<file path="src/inc/pfis_pkg.sv">
// Constants, register map and state types for the PWM fault input select block.
// Assumes a 32-bit classic Wishbone bus with byte addressing; only addr[3:0] is decoded.
package pfis_pkg;
    localparam logic [3:0]  ADDR_FAULT_LIMIT_CONTROL = 4'h0;
    localparam logic [3:0]  ADDR_PWM_IO_CONTROL      = 4'h4;
    localparam logic [3:0]  ADDR_UNLOCK              = 4'h8;
    localparam logic [3:0]  ADDR_STATUS              = 4'hc;

    localparam int          SRC_LSB                  = 3;
    localparam int          POL_BIT                  = 2;
    localparam int          MODE_LSB                 = 0;
    localparam logic [15:0] FAULT_LIMIT_CONTROL_RST  = 16'h00f8;
    localparam logic [15:0] CTRL_WRITE_MASK          = 16'h7fff;
    localparam logic [1:0]  PWM_IO_CONTROL_RST       = 2'h0;

    localparam int          STAT_LATCHED_BIT         = 0;
    localparam int          STAT_ACTIVE_BIT          = 1;
    localparam int          STAT_OPEN_BIT            = 2;
    localparam logic [15:0] UNLOCK_KEY_FIRST         = 16'habcd;
    localparam logic [15:0] UNLOCK_KEY_SECOND        = 16'h4321;

    localparam logic [4:0]  SRC_FAULT1               = 5'h00;
    localparam logic [4:0]  SRC_FAULT4               = 5'h03;
    localparam logic [4:0]  SRC_OPAMP1               = 5'h08;
    localparam logic [4:0]  SRC_OPAMP3               = 5'h0a;
    localparam logic [4:0]  SRC_CMP4                 = 5'h0b;
    localparam logic [4:0]  SRC_FAULT32              = 5'h1f;

    localparam logic [1:0]  MODE_LATCHED             = 2'h0;
    localparam logic [1:0]  MODE_CYCLE               = 2'h1;
    localparam logic [1:0]  MODE_RESERVED            = 2'h2;
    localparam logic [1:0]  MODE_DISABLED            = 2'h3;

    localparam int          NUM_SOURCES              = 9;

    typedef enum logic [2:0]
    {
        LOCK_CLOSED = 3'b001,
        LOCK_KEYED  = 3'b010,
        LOCK_OPEN   = 3'b100
    } pfis_lock_type;

    typedef struct packed
    {
        logic [NUM_SOURCES-1:0] syncFirst;
        logic [NUM_SOURCES-1:0] syncSecond;
        logic [15:0]            faultLimitControl;
        logic [1:0]             faultOverrideValues;
        pfis_lock_type          lockState;
        logic                   faultLatched;
        logic                   faultActive;
        logic                   pwmHighOutput;
        logic                   pwmLowOutput;
        logic                   ack;
        logic [31:0]            readData;
    } pfis_state_type;
endpackage

</file>
<file path="src/rtl/pfis_top.sv">
// PWM fault input select: source mux, polarity, override mode, Wishbone registers.
// Assumes fault and PWM inputs are synchronous to sys_clk and the lock strap moves only while the bus is idle.
`timescale 1ns/10ps
`default_nettype none
module pfis_top
(
    input  wire logic        sys_clk,
    input  wire logic        rst_n,
    input  wire logic        wb_cyc_i,
    input  wire logic        wb_stb_i,
    input  wire logic        wb_we_i,
    input  wire logic [3:0]  wb_adr_i,
    input  wire logic [3:0]  wb_sel_i,
    input  wire logic [31:0] wb_dat_i,
    output var  logic [31:0] wb_dat_o,
    output var  logic        wb_ack_o,
    input  wire logic [3:0]  faultPin,
    input  wire logic [2:0]  opampOut,
    input  wire logic        comparator4Out,
    input  wire logic        fault32In,
    input  wire logic        pwmRegisterLock,
    input  wire logic        pwmHighIn,
    input  wire logic        pwmLowIn,
    output var  logic        pwmHighOutput,
    output var  logic        pwmLowOutput
);
    pfis_pkg::pfis_state_type r;
    pfis_pkg::pfis_state_type next_r;

    // Reserved codes pick nothing, so they can never raise a fault
    // Polarity is applied per listed code, so an active-low setting cannot turn a reserved code into a fault
    function automatic logic selectSource(input logic [4:0] code, input logic [8:0] src, input logic pol);
        logic hit;
        hit = 1'b0;
        if (code <= pfis_pkg::SRC_FAULT4)
        begin
            hit = src[code[1:0]] ^ pol;
        end
        else if (code >= pfis_pkg::SRC_OPAMP1 && code <= pfis_pkg::SRC_OPAMP3)
        begin
            hit = src[4 + code[1:0]] ^ pol;
        end
        else if (code == pfis_pkg::SRC_CMP4)
        begin
            hit = src[7] ^ pol;
        end
        else if (code == pfis_pkg::SRC_FAULT32)
        begin
            hit = src[8] ^ pol;
        end
        return hit;
    endfunction

    logic [4:0]  srcSel;
    logic        polarity;
    logic [1:0]  mode;
    logic        asserted;
    logic        faultNow;
    logic        override;
    logic        access;
    logic        writeOk;
    logic [15:0] wdata;

    always_comb
    begin
        next_r   = r;
        srcSel   = r.faultLimitControl[pfis_pkg::SRC_LSB +: 5];
        polarity = r.faultLimitControl[pfis_pkg::POL_BIT];
        mode     = r.faultLimitControl[pfis_pkg::MODE_LSB +: 2];
        access   = wb_cyc_i && wb_stb_i && !r.ack;
        writeOk  = access && wb_we_i;
        wdata    = wb_dat_i[15:0];

        next_r.syncFirst  = {fault32In, comparator4Out, opampOut, faultPin};
        next_r.syncSecond = r.syncFirst;
        asserted = selectSource(srcSel, r.syncSecond, polarity);
        // Reserved mode behaves as disabled so a stray code cannot force the outputs
        faultNow = asserted && (mode == pfis_pkg::MODE_LATCHED || mode == pfis_pkg::MODE_CYCLE);
        next_r.faultActive = faultNow;

        // Clear only when the fault has gone; a new fault in the same cycle wins
        if (writeOk && wb_adr_i == pfis_pkg::ADDR_STATUS && wb_sel_i[0]
            && wdata[pfis_pkg::STAT_LATCHED_BIT] && !r.faultActive)
        begin
            next_r.faultLatched = 1'b0;
        end
        if (r.faultActive && mode == pfis_pkg::MODE_LATCHED)
        begin
            next_r.faultLatched = 1'b1;
        end

        override = r.faultLatched || (r.faultActive && mode == pfis_pkg::MODE_CYCLE);
        next_r.pwmHighOutput = override ? r.faultOverrideValues[0] : pwmHighIn;
        next_r.pwmLowOutput  = override ? r.faultOverrideValues[1] : pwmLowIn;

        next_r.ack      = access;
        next_r.readData = 32'h0000_0000;
        if (access && !wb_we_i)
        begin
            case (wb_adr_i)
                pfis_pkg::ADDR_FAULT_LIMIT_CONTROL:
                    next_r.readData[15:0] = r.faultLimitControl;
                pfis_pkg::ADDR_PWM_IO_CONTROL:
                    next_r.readData[1:0] = r.faultOverrideValues;
                pfis_pkg::ADDR_STATUS:
                    next_r.readData[2:0] = {r.lockState == pfis_pkg::LOCK_OPEN, r.faultActive,
                                            r.faultLatched};
                default:
                    next_r.readData = 32'h0000_0000;
            endcase
        end

        if (writeOk && wb_adr_i == pfis_pkg::ADDR_FAULT_LIMIT_CONTROL)
        begin
            if (wb_sel_i[0])
            begin
                next_r.faultLimitControl[7:0] = wdata[7:0];
            end
            if (wb_sel_i[1])
            begin
                next_r.faultLimitControl[15:8] = wdata[15:8] & pfis_pkg::CTRL_WRITE_MASK[15:8];
            end
        end

        // The key pair arms a single write to the I/O control register
        if (writeOk && wb_adr_i == pfis_pkg::ADDR_PWM_IO_CONTROL && wb_sel_i[0])
        begin
            if (!pwmRegisterLock || r.lockState == pfis_pkg::LOCK_OPEN)
            begin
                next_r.faultOverrideValues = wdata[1:0];
            end
            next_r.lockState = pfis_pkg::LOCK_CLOSED;
        end
        else if (writeOk && wb_adr_i == pfis_pkg::ADDR_UNLOCK && wb_sel_i[1:0] == 2'b11)
        begin
            case (r.lockState)
                pfis_pkg::LOCK_CLOSED:
                    next_r.lockState = (wdata == pfis_pkg::UNLOCK_KEY_FIRST)
                                       ? pfis_pkg::LOCK_KEYED : pfis_pkg::LOCK_CLOSED;
                pfis_pkg::LOCK_KEYED:
                    next_r.lockState = (wdata == pfis_pkg::UNLOCK_KEY_SECOND)
                                       ? pfis_pkg::LOCK_OPEN : pfis_pkg::LOCK_CLOSED;
                pfis_pkg::LOCK_OPEN:
                    next_r.lockState = pfis_pkg::LOCK_OPEN;
                default:
                    next_r.lockState = pfis_pkg::LOCK_CLOSED;
            endcase
        end
    end

    always_ff @(posedge sys_clk or negedge rst_n)
    begin
        if (!rst_n)
        begin
            r                     <= '0;
            r.faultLimitControl   <= pfis_pkg::FAULT_LIMIT_CONTROL_RST;
            r.faultOverrideValues <= pfis_pkg::PWM_IO_CONTROL_RST;
            r.lockState           <= pfis_pkg::LOCK_CLOSED;
        end
        else
        begin
            r <= next_r;
        end
    end

    assign wb_dat_o      = r.readData;
    assign wb_ack_o      = r.ack;
    assign pwmHighOutput = r.pwmHighOutput;
    assign pwmLowOutput  = r.pwmLowOutput;
endmodule
`default_nettype wire

</file>
<file path="config.mk">
export PLATFORM = sky130hd
export DESIGN_NAME = pfis_top
export DESIGN_NICKNAME = d
export VERILOG_FILES = /design/src/inc/pfis_pkg.sv /design/src/rtl/pfis_top.sv
export SDC_FILE = /design/constraint.sdc
export NUM_CORES = 1
export LEC_CHECK = 0
export BUFFER_PORTS_ARGS = -buffer_cell sky130_fd_sc_hd__buf_2
export CAP_MARGIN = 20
export CORE_MARGIN = 5
export CORE_UTILIZATION = 44
export CTS_CLUSTER_DIAMETER = 100
export CTS_CLUSTER_SIZE = 20
export DETAILED_ROUTE_END_ITERATION = 16
export GPL_TIMING_DRIVEN = 1
export HOLD_SLACK_MARGIN = 0.03
export PLACE_DENSITY = 0.75
export SYNTH_ARGS = -nofsm -noshare
export SYNTH_HDL_FRONTEND = slang
export SYNTH_SLANG_ARGS = --single-unit
</file>
<file path="constraint.sdc">
create_clock -name sys_clk -period 1.7 [get_ports sys_clk]
set_clock_uncertainty 0.05 [all_clocks]
set_input_delay 0.085 -clock sys_clk [delete_from_list [all_inputs] [get_ports sys_clk]]
set_output_delay 0.085 -clock sys_clk [all_outputs]
set_load 0.01 [all_outputs]
</file>
==> reports/metrics.yaml, run 1 <==
die:
  rows: 27
  die_h_um: 86.1
  die_area_sq_um: 7410
  io_pins: 92
  start_util: 0.457
  core_area_sq_um: 5570
  die_w_um: 86.1
sta:
  final_max_slew_viol_count: 0
  fin_ws_ps: 14.8
  tns_ps: 0
  grt_setup_unrepaired: "yes"
  hold_violations: 0
  fmax_ghz: 0.593
  final.min_clock_period_ps: 1690
  holdWs_ps: 46.3
  finalSetupViolations: 0
  period_share: 0.991
run_status:
  status: "finished, final reports clean"
cts:
  clockRootBuffer: "clkbuf_8"
  clock_sinks: 58
  cts_buffer_depth: 2
  cts_inserted_buffers: 9
  postCtsSetupBuffers: 0
  cts.reportedPaths.clkPinSlew_ps: 70
  cts_tree: "yes"
  cts_max_level: 3
  insertion_delay_ps: 340
finish:
  diodes: 0
  utilization: 0.588
  final_common_cell: "buf_2"
  syn_to_final_growth_pct: 28.6
  layout.nets: 346
  layout-drive-gt1-share: 0.391
  mostFrequentLayoutCells: "buf_2 (56), dfrtp_1 (52), dlygate4sd3_1 (30)"
logic_synthesis:
  async_flop_share: 1.00
  syn_area_per_cell_sq_um: 12.4
  synth_top_cells_by_area: "dfrtp_1 (51%), buf_4 (9.4%), mux2_2 (8.0%)"
  synth_area_sq_um: 2550
  ys_ff_latch: 58
  synth_ff_type: "dfrtp_1"
  netlist.area_leader.share: 0.511
  synth_edf_count: 0
  netlist_instances: 206
  yosys.area.top_type: "dfrtp_1"
  yosysSeqAreaShare: 0.573
  synth_cell_types: 43
  ys_warn_count: 0
grt:
  antenna_found_initial: 0
  overflow: 0
  grt_usage: 0.149
  grt_max_degree: 59
  grt_pass1_wl_mm: 8.37
  first_global_vias: 1896
worst_setup_path:
  cp_cell_sequence: "mux4_2 > xnor2_1 > nor4_1 > a31oi_1 > nor2_1"
  critPathMaxStageDelay_ps: 540
  cp.arrival_ps: 1910
  critPathMaxFanout: 2
  critical-path-top-delay-family: "flip-flops"
  cp-end-kind: "flip-flop"
  crit_type: "reg -> reg"
  worst-path-buf-inv: 0
  cp-start-kind: "flip-flop"
  cp_data_required_time_ps: 1930
  worst_path_max_delay_cell: "dfstp_2"
placement:
  place.gp.congestion: 0.836
  detailed_place_hpwl_mm: 3.45
  place_ws_ps: -8.94
  io_buffers: 56
drt:
  wl_per_cell_um: 13.6
  ant_nets: 0
  remaining_drc_errors: 0
  drtIter0Drc: 57
  dr_total_vias: 1703
  viasPerCell: 4.65
  drtPass1Iterations: 4
  finalWirelength_mm: 4.99
pwr:
  ir_drop_mv: 0.573
  p_leak_nw: 1.57
  power_density_nw_per_um2: 896
  power_w: 0.00293
worst_hold_path:
  holdCritPathClass: "in -> reg"
job:
  cap_violations: 0
[power by group]
| part | internal (W) | switching [W] | total (W) |
|---|---|---|---|
| combinational | 0.000168 | 0.000144 | 0.000312 |
| clock | 0.000533 | 0.000589 | 0.00112 |
| sequential | 0.00146 | 0.0000450 | 0.00150 |
[synthesized netlist by cell type, types with 2 or more instances]
cell type and instances:
xor2_1 3, xnor2_1 3, nor3b_1 3, nand2_1 7
nand3_1 4, mux2i_1 3, inv_1 2, dfrtp_1 52
nand4b_1 3, o21ai_0 5, nand4_1 2, a31oi_1 4
nand2b_1 2, mux2_2 18, clkbuf_1 4, nor2_1 11
nand3b_1 2, dfstp_2 6, nor2_2 2, nor4_1 2
buf_4 32, a21oi_1 4, and2_1 12
[cells by family after synthesis]
group	after synthesis	synth area share
compound gates	20	0.0491
xor+xnor	6	0.0206
buf+inv	40	0.107
flops	58	0.573
mux	22	0.100
other cells	1	0.00147
simple gates	59	0.148
[sequential cells by signal, summed over array words and instances (netlist names)]
| signal | cells |
|---|---|
| polarity | 1 |
| wb_ack_o | 1 |
| wb_dat_o | 15 |
| pwmLowOutput | 1 |
| pwmHighOutput | 1 |
| r | 28 |
| mode | 2 |
| next_r | 9 |
[worst min-delay path: cells and delay by family]
kind            cells  cell delay (ps)
buf+inv             1              160
compound gates      1               60
simple gates        1              100
[routing by layer]
metal / track usage / vias up / wire length (um)
met5: 0 / - / 0
li1: - / 827 / -
met4: 0.0576 / 0 / 68
met3: 0.0672 / 11 / 453
met1: 0.158 / 804 / 1940
met2: 0.259 / 61 / 2530
[area by class of cell]
class	count	area (sq um)
Clock inverter	7	56.3
Fill cell	478	2300
Multi-Input combinational cell	124	888
Tap cell	72	90.1
Clock buffer	9	124
Timing Repair Buffer	93	646
Sequential cell	58	1460
Inverter	3	12.5
[path summary, 6_finish.rpt]
| path | startpoint | end | slack [ps] | cells past startpoint |
|---|---|---|---|---|
| min in group asynchronous | rst_n | r[53]$_DFFE_PN0P_ | 210 | 3 |
| worst min register to register | next_r[64]$_DFF_PN0_ | r[64]$_DFF_PN0_ | 300 | 0 |
| worst min-delay path | wb_adr_i[2] | wb_dat_o[2]$_DFF_PN0_ | 50 | 3 |
| max in group asynchronous | rst_n | r[47]$_DFFE_PN1P_ | 1070 | 3 |
| worst max-delay path | r[45]$_DFFE_PN1P_ | r[35]$_DFF_PN0_ | 10 | 5 |
| worst max register to register | r[45]$_DFFE_PN1P_ | r[35]$_DFF_PN0_ | 10 | 5 |
[repair_timing]
action / 4_1_cts / 5_1_grt
endpoints found under the hold margin: 89 / 0
setup endpoints to repair: 1 / 9
hold buffers: 30 / 0
pin swaps: 1 / 1
gates resized for setup: 1 / 1
[metrics by stage]
| stage | std cells | cell area [sq um] |
|---|---|---|
| 2_1_floorplan | 222 | 2610 |
| 3_3_place_gp | 320 | 2780 |
| 3_5_place_dp | 320 | 2780 |
| 4_1_cts | 366 | 3270 |
| 5_1_grt | 366 | 3280 |
| 6_report | 366 | 3280 |
No activity file was read; power rests on OpenSTA's default activity.
==> run 2: changes to the inputs <==
- CORE_MARGIN: 5 -> default
==> run 2 against run 1 <==
Effect of this change:
- sequential power about the same
- cell area grew 1.7%
- hold slack better by 14 ps
- clock-buffer cell count is 3 higher
- clock power up 8%
- total power increased by 3.6%
- non-clock buffer count grew 3
- final cell count increased by 0.55%
==> reports/metrics.yaml, run 2 (same netlist as run 1, synthesis figures left out) <==
finish:
  layout-drive-gt1-share: 0.395
  fill_cells: 449
  largest-register: "r"
  layout.nets: 349
  diodes: 0
  multiInputGateArea_sq_um: 898
  final_common_cell: "buf_2"
  largest_reg_flops: 28
  syn_to_final_growth_pct: 30.8
  ff_latch_area_sq_um: 1460
  final_cell_area_sq_um: 3330
  fin_cells: 368
  mostFrequentLayoutCells: "buf_2 (56), dfrtp_1 (52), dlygate4sd3_1 (32)"
drt:
  ant_nets: 0
  drtIter0Drc: 61
  finalWirelength_mm: 4.60
  remaining_drc_errors: 0
  dr_total_vias: 1694
  viasPerCell: 4.60
  wl_per_cell_um: 12.5
  drtPass1Iterations: 4
placement:
  dp_cells: 321
  place.gp.congestion: 0.804
  place_area_sq_um: 2800
  io_buffers: 56
  detailed_place_hpwl_mm: 3.05
cts:
  insertion_delay_ps: 330
  cts_max_level: 3
  cts_tree: "yes"
  cts_inserted_buffers: 9
  clockRootBuffer: "clkbuf_8"
  cts_buffer_depth: 2
  cts.reportedPaths.clkPinSlew_ps: 60
  clock_sinks: 58
  postCtsSetupBuffers: 0
grt:
  grt_pass1_wl_mm: 7.67
  overflow: 0
  antenna_found_initial: 0
  first_global_vias: 1789
  grt_max_degree: 59
  grt_usage: 0.170
worst_setup_path:
  cp.arrival_ps: 1890
  cp-start-kind: "flip-flop"
  cp_data_required_time_ps: 1910
  cp-end-kind: "flip-flop"
  crit_type: "reg -> reg"
  critPathMaxFanout: 2
sta:
  final_max_slew_viol_count: 0
  fmax_ghz: 0.595
  period_share: 0.988
  hold_violations: 0
  finalSetupViolations: 0
  final.min_clock_period_ps: 1680
  holdWs_ps: 59.9
  tns_ps: 0
  grt_setup_unrepaired: "yes"
pwr:
  ir_drop_mv: 0.796
  p_leak_nw: 1.62
  power_density_nw_per_um2: 912
  power_w: 0.00304
die:
  rows: 27
  start_util: 0.460
  core_area_sq_um: 5540
  die_w_um: 78.1
  io_pins: 92
  die_h_um: 78.1
  die_area_sq_um: 6090
run_status:
  status: "finished, final reports clean"
job:
  cap_violations: 0
worst_hold_path:
  holdCritPathClass: "in -> reg"
-- run 2: cell types whose count changed in the layout (fill, tap and decap cells not counted), sizes merged --
| cell | before | now |
|---|---|---|
| dlygate4sd3 | 30 | 32 |
| buf | 63 | 64 |
| bufinv | 0 | 1 |
| clkinv | 4 | 3 |
| clkinvlp | 4 | 0 |
| clkbuf | 9 | 12 |
-- run 2: area by class of cell --
cell class                      count  share of cell area
Clock buffer                       12              0.0436
Clock inverter                      3              0.0120
Inverter                            3             0.00376
Multi-Input combinational cell    124               0.270
Sequential cell                    58               0.438
Tap cell                           72              0.0270
Timing Repair Buffer               96               0.206
-- run 2: repair_timing --
action                                  in CTS  in global routing
hold buffers                                32                  0
endpoints found under the setup margin       0                  9
gates resized for setup                      0                  5
endpoints found under the hold margin       91                  0
-- run 2: worst paths after layout --
kind,from,endpoint,slack [ps],cells after the start
hold reg to reg,next_r[59]$_DFF_PN0_,r[59]$_DFF_PN0_,300,0
setup reg to reg,r[45]$_DFFE_PN1P_,r[35]$_DFF_PN0_,20,5
hold / removal,wb_adr_i[2],wb_dat_o[2]$_DFF_PN0_,60,3
min in group asynchronous,rst_n,next_r[62]$_DFF_PN0_,230,3
max in group asynchronous,rst_n,r[47]$_DFFE_PN1P_,1070,3
setup / recovery,r[45]$_DFFE_PN1P_,r[35]$_DFF_PN0_,20,5
-- run 2: stage by stage --
step,worst slack (ps),util
finish,20.2,0.601
CTS,14.8,0.597
floorplan,8.54,-
global placement,69.6,0.506
detailed placement,24.1,0.506
global route,-30.6,0.601
-- run 2: power by group --
group,internal (W),total [W],switching (W)
Clock,0.000704,0.00121,0.000509
Combinational,0.000178,0.000326,0.000149
Sequential,0.00146,0.00150,0.0000429
-- run 2: routing by layer --
layer  wire length [um]  share of wire  vias up  GRT usage
met2               2330           0.51       61      0.289
met1               1910           0.42      793      0.184
met5                  0              0        -          0
li1                   -              -      833          -
met4                 65          0.014        0     0.0759
met3                289          0.063        7     0.0709
-- run 2: critical path, cell delays in order, from the launching register on --
cell     delay [ps]
dfstp_2         540
mux4_2          530
xnor2_2         150
nor4_2          160
a31oi_1          70
nor2_1          110
==> run 3: changes to the inputs <==
- ABC_AREA: default -> 1
- CORE_UTILIZATION: 44 -> 45
- TNS_END_PERCENT: default -> 20
==> run 3 against run 2 <==
Effect of this change:
- flip-flop and latch count unchanged
- critical endpoint unchanged
- sequential share of layout area down 2.3 points
- cell area up 5.5%
- die area up 7.0%
- total power up 11%
- register-to-register slack better by 230 ps
- core utilization down 1.1 points
- hold slack better by 12 ps
==> reports/metrics.yaml, run 3 <==
run_status:
  status: "finished, final reports clean"
logic_synthesis:
  netlist_instances: 315
  synthSimpleGateAreaFrac: 0.239
  synth_mux_area_frac: 0.00807
  async_flop_share: 1.00
  syn_area_per_cell_sq_um: 8.86
  synthTopCellsByCount: "nand2_1 (75), dfrtp_1 (52), inv_1 (43), buf_4 (32), nor2_1 (32)"
  synthAdderAreaFrac: 0
  synth_area_sq_um: 2790
  synth_cell_types: 30
  yosys.area.top_type: "dfrtp_1"
  yosysMostFrequentCell: "nand2_1"
  synth_top_family_by_area: "simple AND/OR/NAND/NOR gates"
  ys_warn_count: 0
  netlist.area_leader.share: 0.466
  synth_top_cells_by_area: "dfrtp_1 (47%), nand2_1 (10%), buf_4 (8.6%)"
  synth_compound_area_frac: 0.0695
  yosysSeqAreaShare: 0.523
  synth_edf_count: 0
  synth_ff_type: "dfrtp_1"
  ys_ff_latch: 58
  synthXorXnorAreaFrac: 0
cts:
  insertion_delay_ps: 330
  cts_max_level: 3
  cts_tree: "yes"
  clockRootBuffer: "clkbuf_8"
  clock_sinks: 58
  cts_resized: 0
  cts_inserted_buffers: 9
  postCtsSetupBuffers: 0
  cts_buffer_depth: 2
  cts.hold.buffers_added: 30
  cts.reportedPaths.clkPinSlew_ps: 60
finish:
  fill_cells: 505
  utilization: 0.590
  largest_reg_flops: 28
  syn_to_final_growth_pct: 25.9
  fin_cells: 474
  mostFrequentLayoutCells: "nand2_1 (75), buf_2 (56), dfrtp_1 (52)"
  layout.nets: 451
  ff_latch_area_sq_um: 1460
  final_common_cell: "nand2_1"
  final_cell_area_sq_um: 3510
  multiInputGateArea_sq_um: 947
  diodes: 0
  largest-register: "r"
  layout-drive-gt1-share: 0.261
die:
  die_w_um: 80.7
  die_area_sq_um: 6520
  core_area_sq_um: 5960
  die_h_um: 80.7
  rows: 28
  io_pins: 92
  start_util: 0.468
placement:
  place.gp.congestion: 0.793
  io_buffers: 56
  place_area_sq_um: 2980
  place_ws_ps: 307
  detailed_place_hpwl_mm: 3.78
  dp_cells: 428
sta:
  final.min_clock_period_ps: 1450
  tns_ps: 0
  fin_ws_ps: 249
  period_share: 0.853
  hold_violations: 0
  fmax_ghz: 0.689
  final_max_slew_viol_count: 0
  finalSetupViolations: 0
  grt_setup_unrepaired: "no"
worst_setup_path:
  cp-start-kind: "flip-flop"
  cp_data_required_time_ps: 1900
  cp.arrival_ps: 1650
  rr_startpoint: "r[45]$_DFFE_PN1P_"
  critPathMaxFanout: 7
  cp-startpoint: "r[45]$_DFFE_PN1P_"
  cp-end-kind: "flip-flop"
  crit_type: "reg -> reg"
job:
  cap_violations: 0
pwr:
  p_leak_nw: 1.85
  power_density_nw_per_um2: 957
  ir_drop_mv: 0.567
grt:
  grt_usage: 0.183
  grt_max_degree: 38
  first_global_vias: 1958
  overflow: 0
  grt_pass1_wl_mm: 8.66
  antenna_found_initial: 0
worst_hold_path:
  holdCritPathClass: "in -> reg"
  min-delay-start: "wb_sel_i[0]"
drt:
  ant_nets: 0
  finalWirelength_mm: 5.32
  viasPerCell: 4.49
  drtIter0Drc: 92
  remaining_drc_errors: 0
  wl_per_cell_um: 11.2
  drtPass1Iterations: 4
  dr_total_vias: 2130
[run 3: cell families after synthesis]
| logic type | Yosys count |
|---|---|
| buffers and inverters | 81 |
| flip-flops | 58 |
| other | 1 |
| AO/OA/AOI/OAI | 26 |
| AND/OR/NAND/NOR | 147 |
| multiplexers | 2 |
[run 3: metal layers]
layer,GRT usage,wire length (um)
met4,0.0875,114
met3,0.0562,338
met5,0,0
met1,0.237,2400
met2,0.280,2470
[run 3: worst max-delay path: stages (launching register included)]
cell     delay, ps
dfstp_2        580
inv_1          150
nand2_1        100
nand3_1         80
nand2_1         80
nand2_1         50
nand2_1         60
nand2_1         40
a21oi_1        180
[run 3: stage by stage]
| step | total power, W | hold WS [ps] |
|---|---|---|
| 3_5_place_dp | 0.00184 | 31.8 |
| 2_1_floorplan | 0.00173 | -261 |
| 5_1_grt | 0.00354 | 106 |
| 3_3_place_gp | 0.00182 | 21.9 |
| 4_1_cts | 0.00339 | 46.8 |
| 6_report | 0.00336 | 71.7 |
[run 3: final timing paths]
kind                       cells past startpoint  slack (ps)                endpoint
setup reg to reg                               8         250         r[35]$_DFF_PN0_
max in group asynchronous                      3         780       r[48]$_DFFE_PN1P_
setup / recovery                               8         250         r[35]$_DFF_PN0_
hold / removal                                 4          70       r[37]$_DFFE_PN1P_
min in group asynchronous                      2         200  pwmLowOutput$_DFF_PN0_
hold reg to reg                                0         300         r[58]$_DFF_PN0_
[run 3: final cells by class]
cell class / count / area share
inverter: 45 / 0.0488
timing repair buffer: 88 / 0.173
multi-input combinational: 192 / 0.270
sequential: 58 / 0.415
clock buffer: 11 / 0.0374
clock inverter: 5 / 0.0292
tap: 75 / 0.0267
[run 3: power by group]
group | internal, W | switching (W) | leakage [nW]
combinational | 0.000160 | 0.000209 | 1.01
sequential | 0.00146 | 0.0000424 | 0.728
clock | 0.000972 | 0.000524 | 0.114
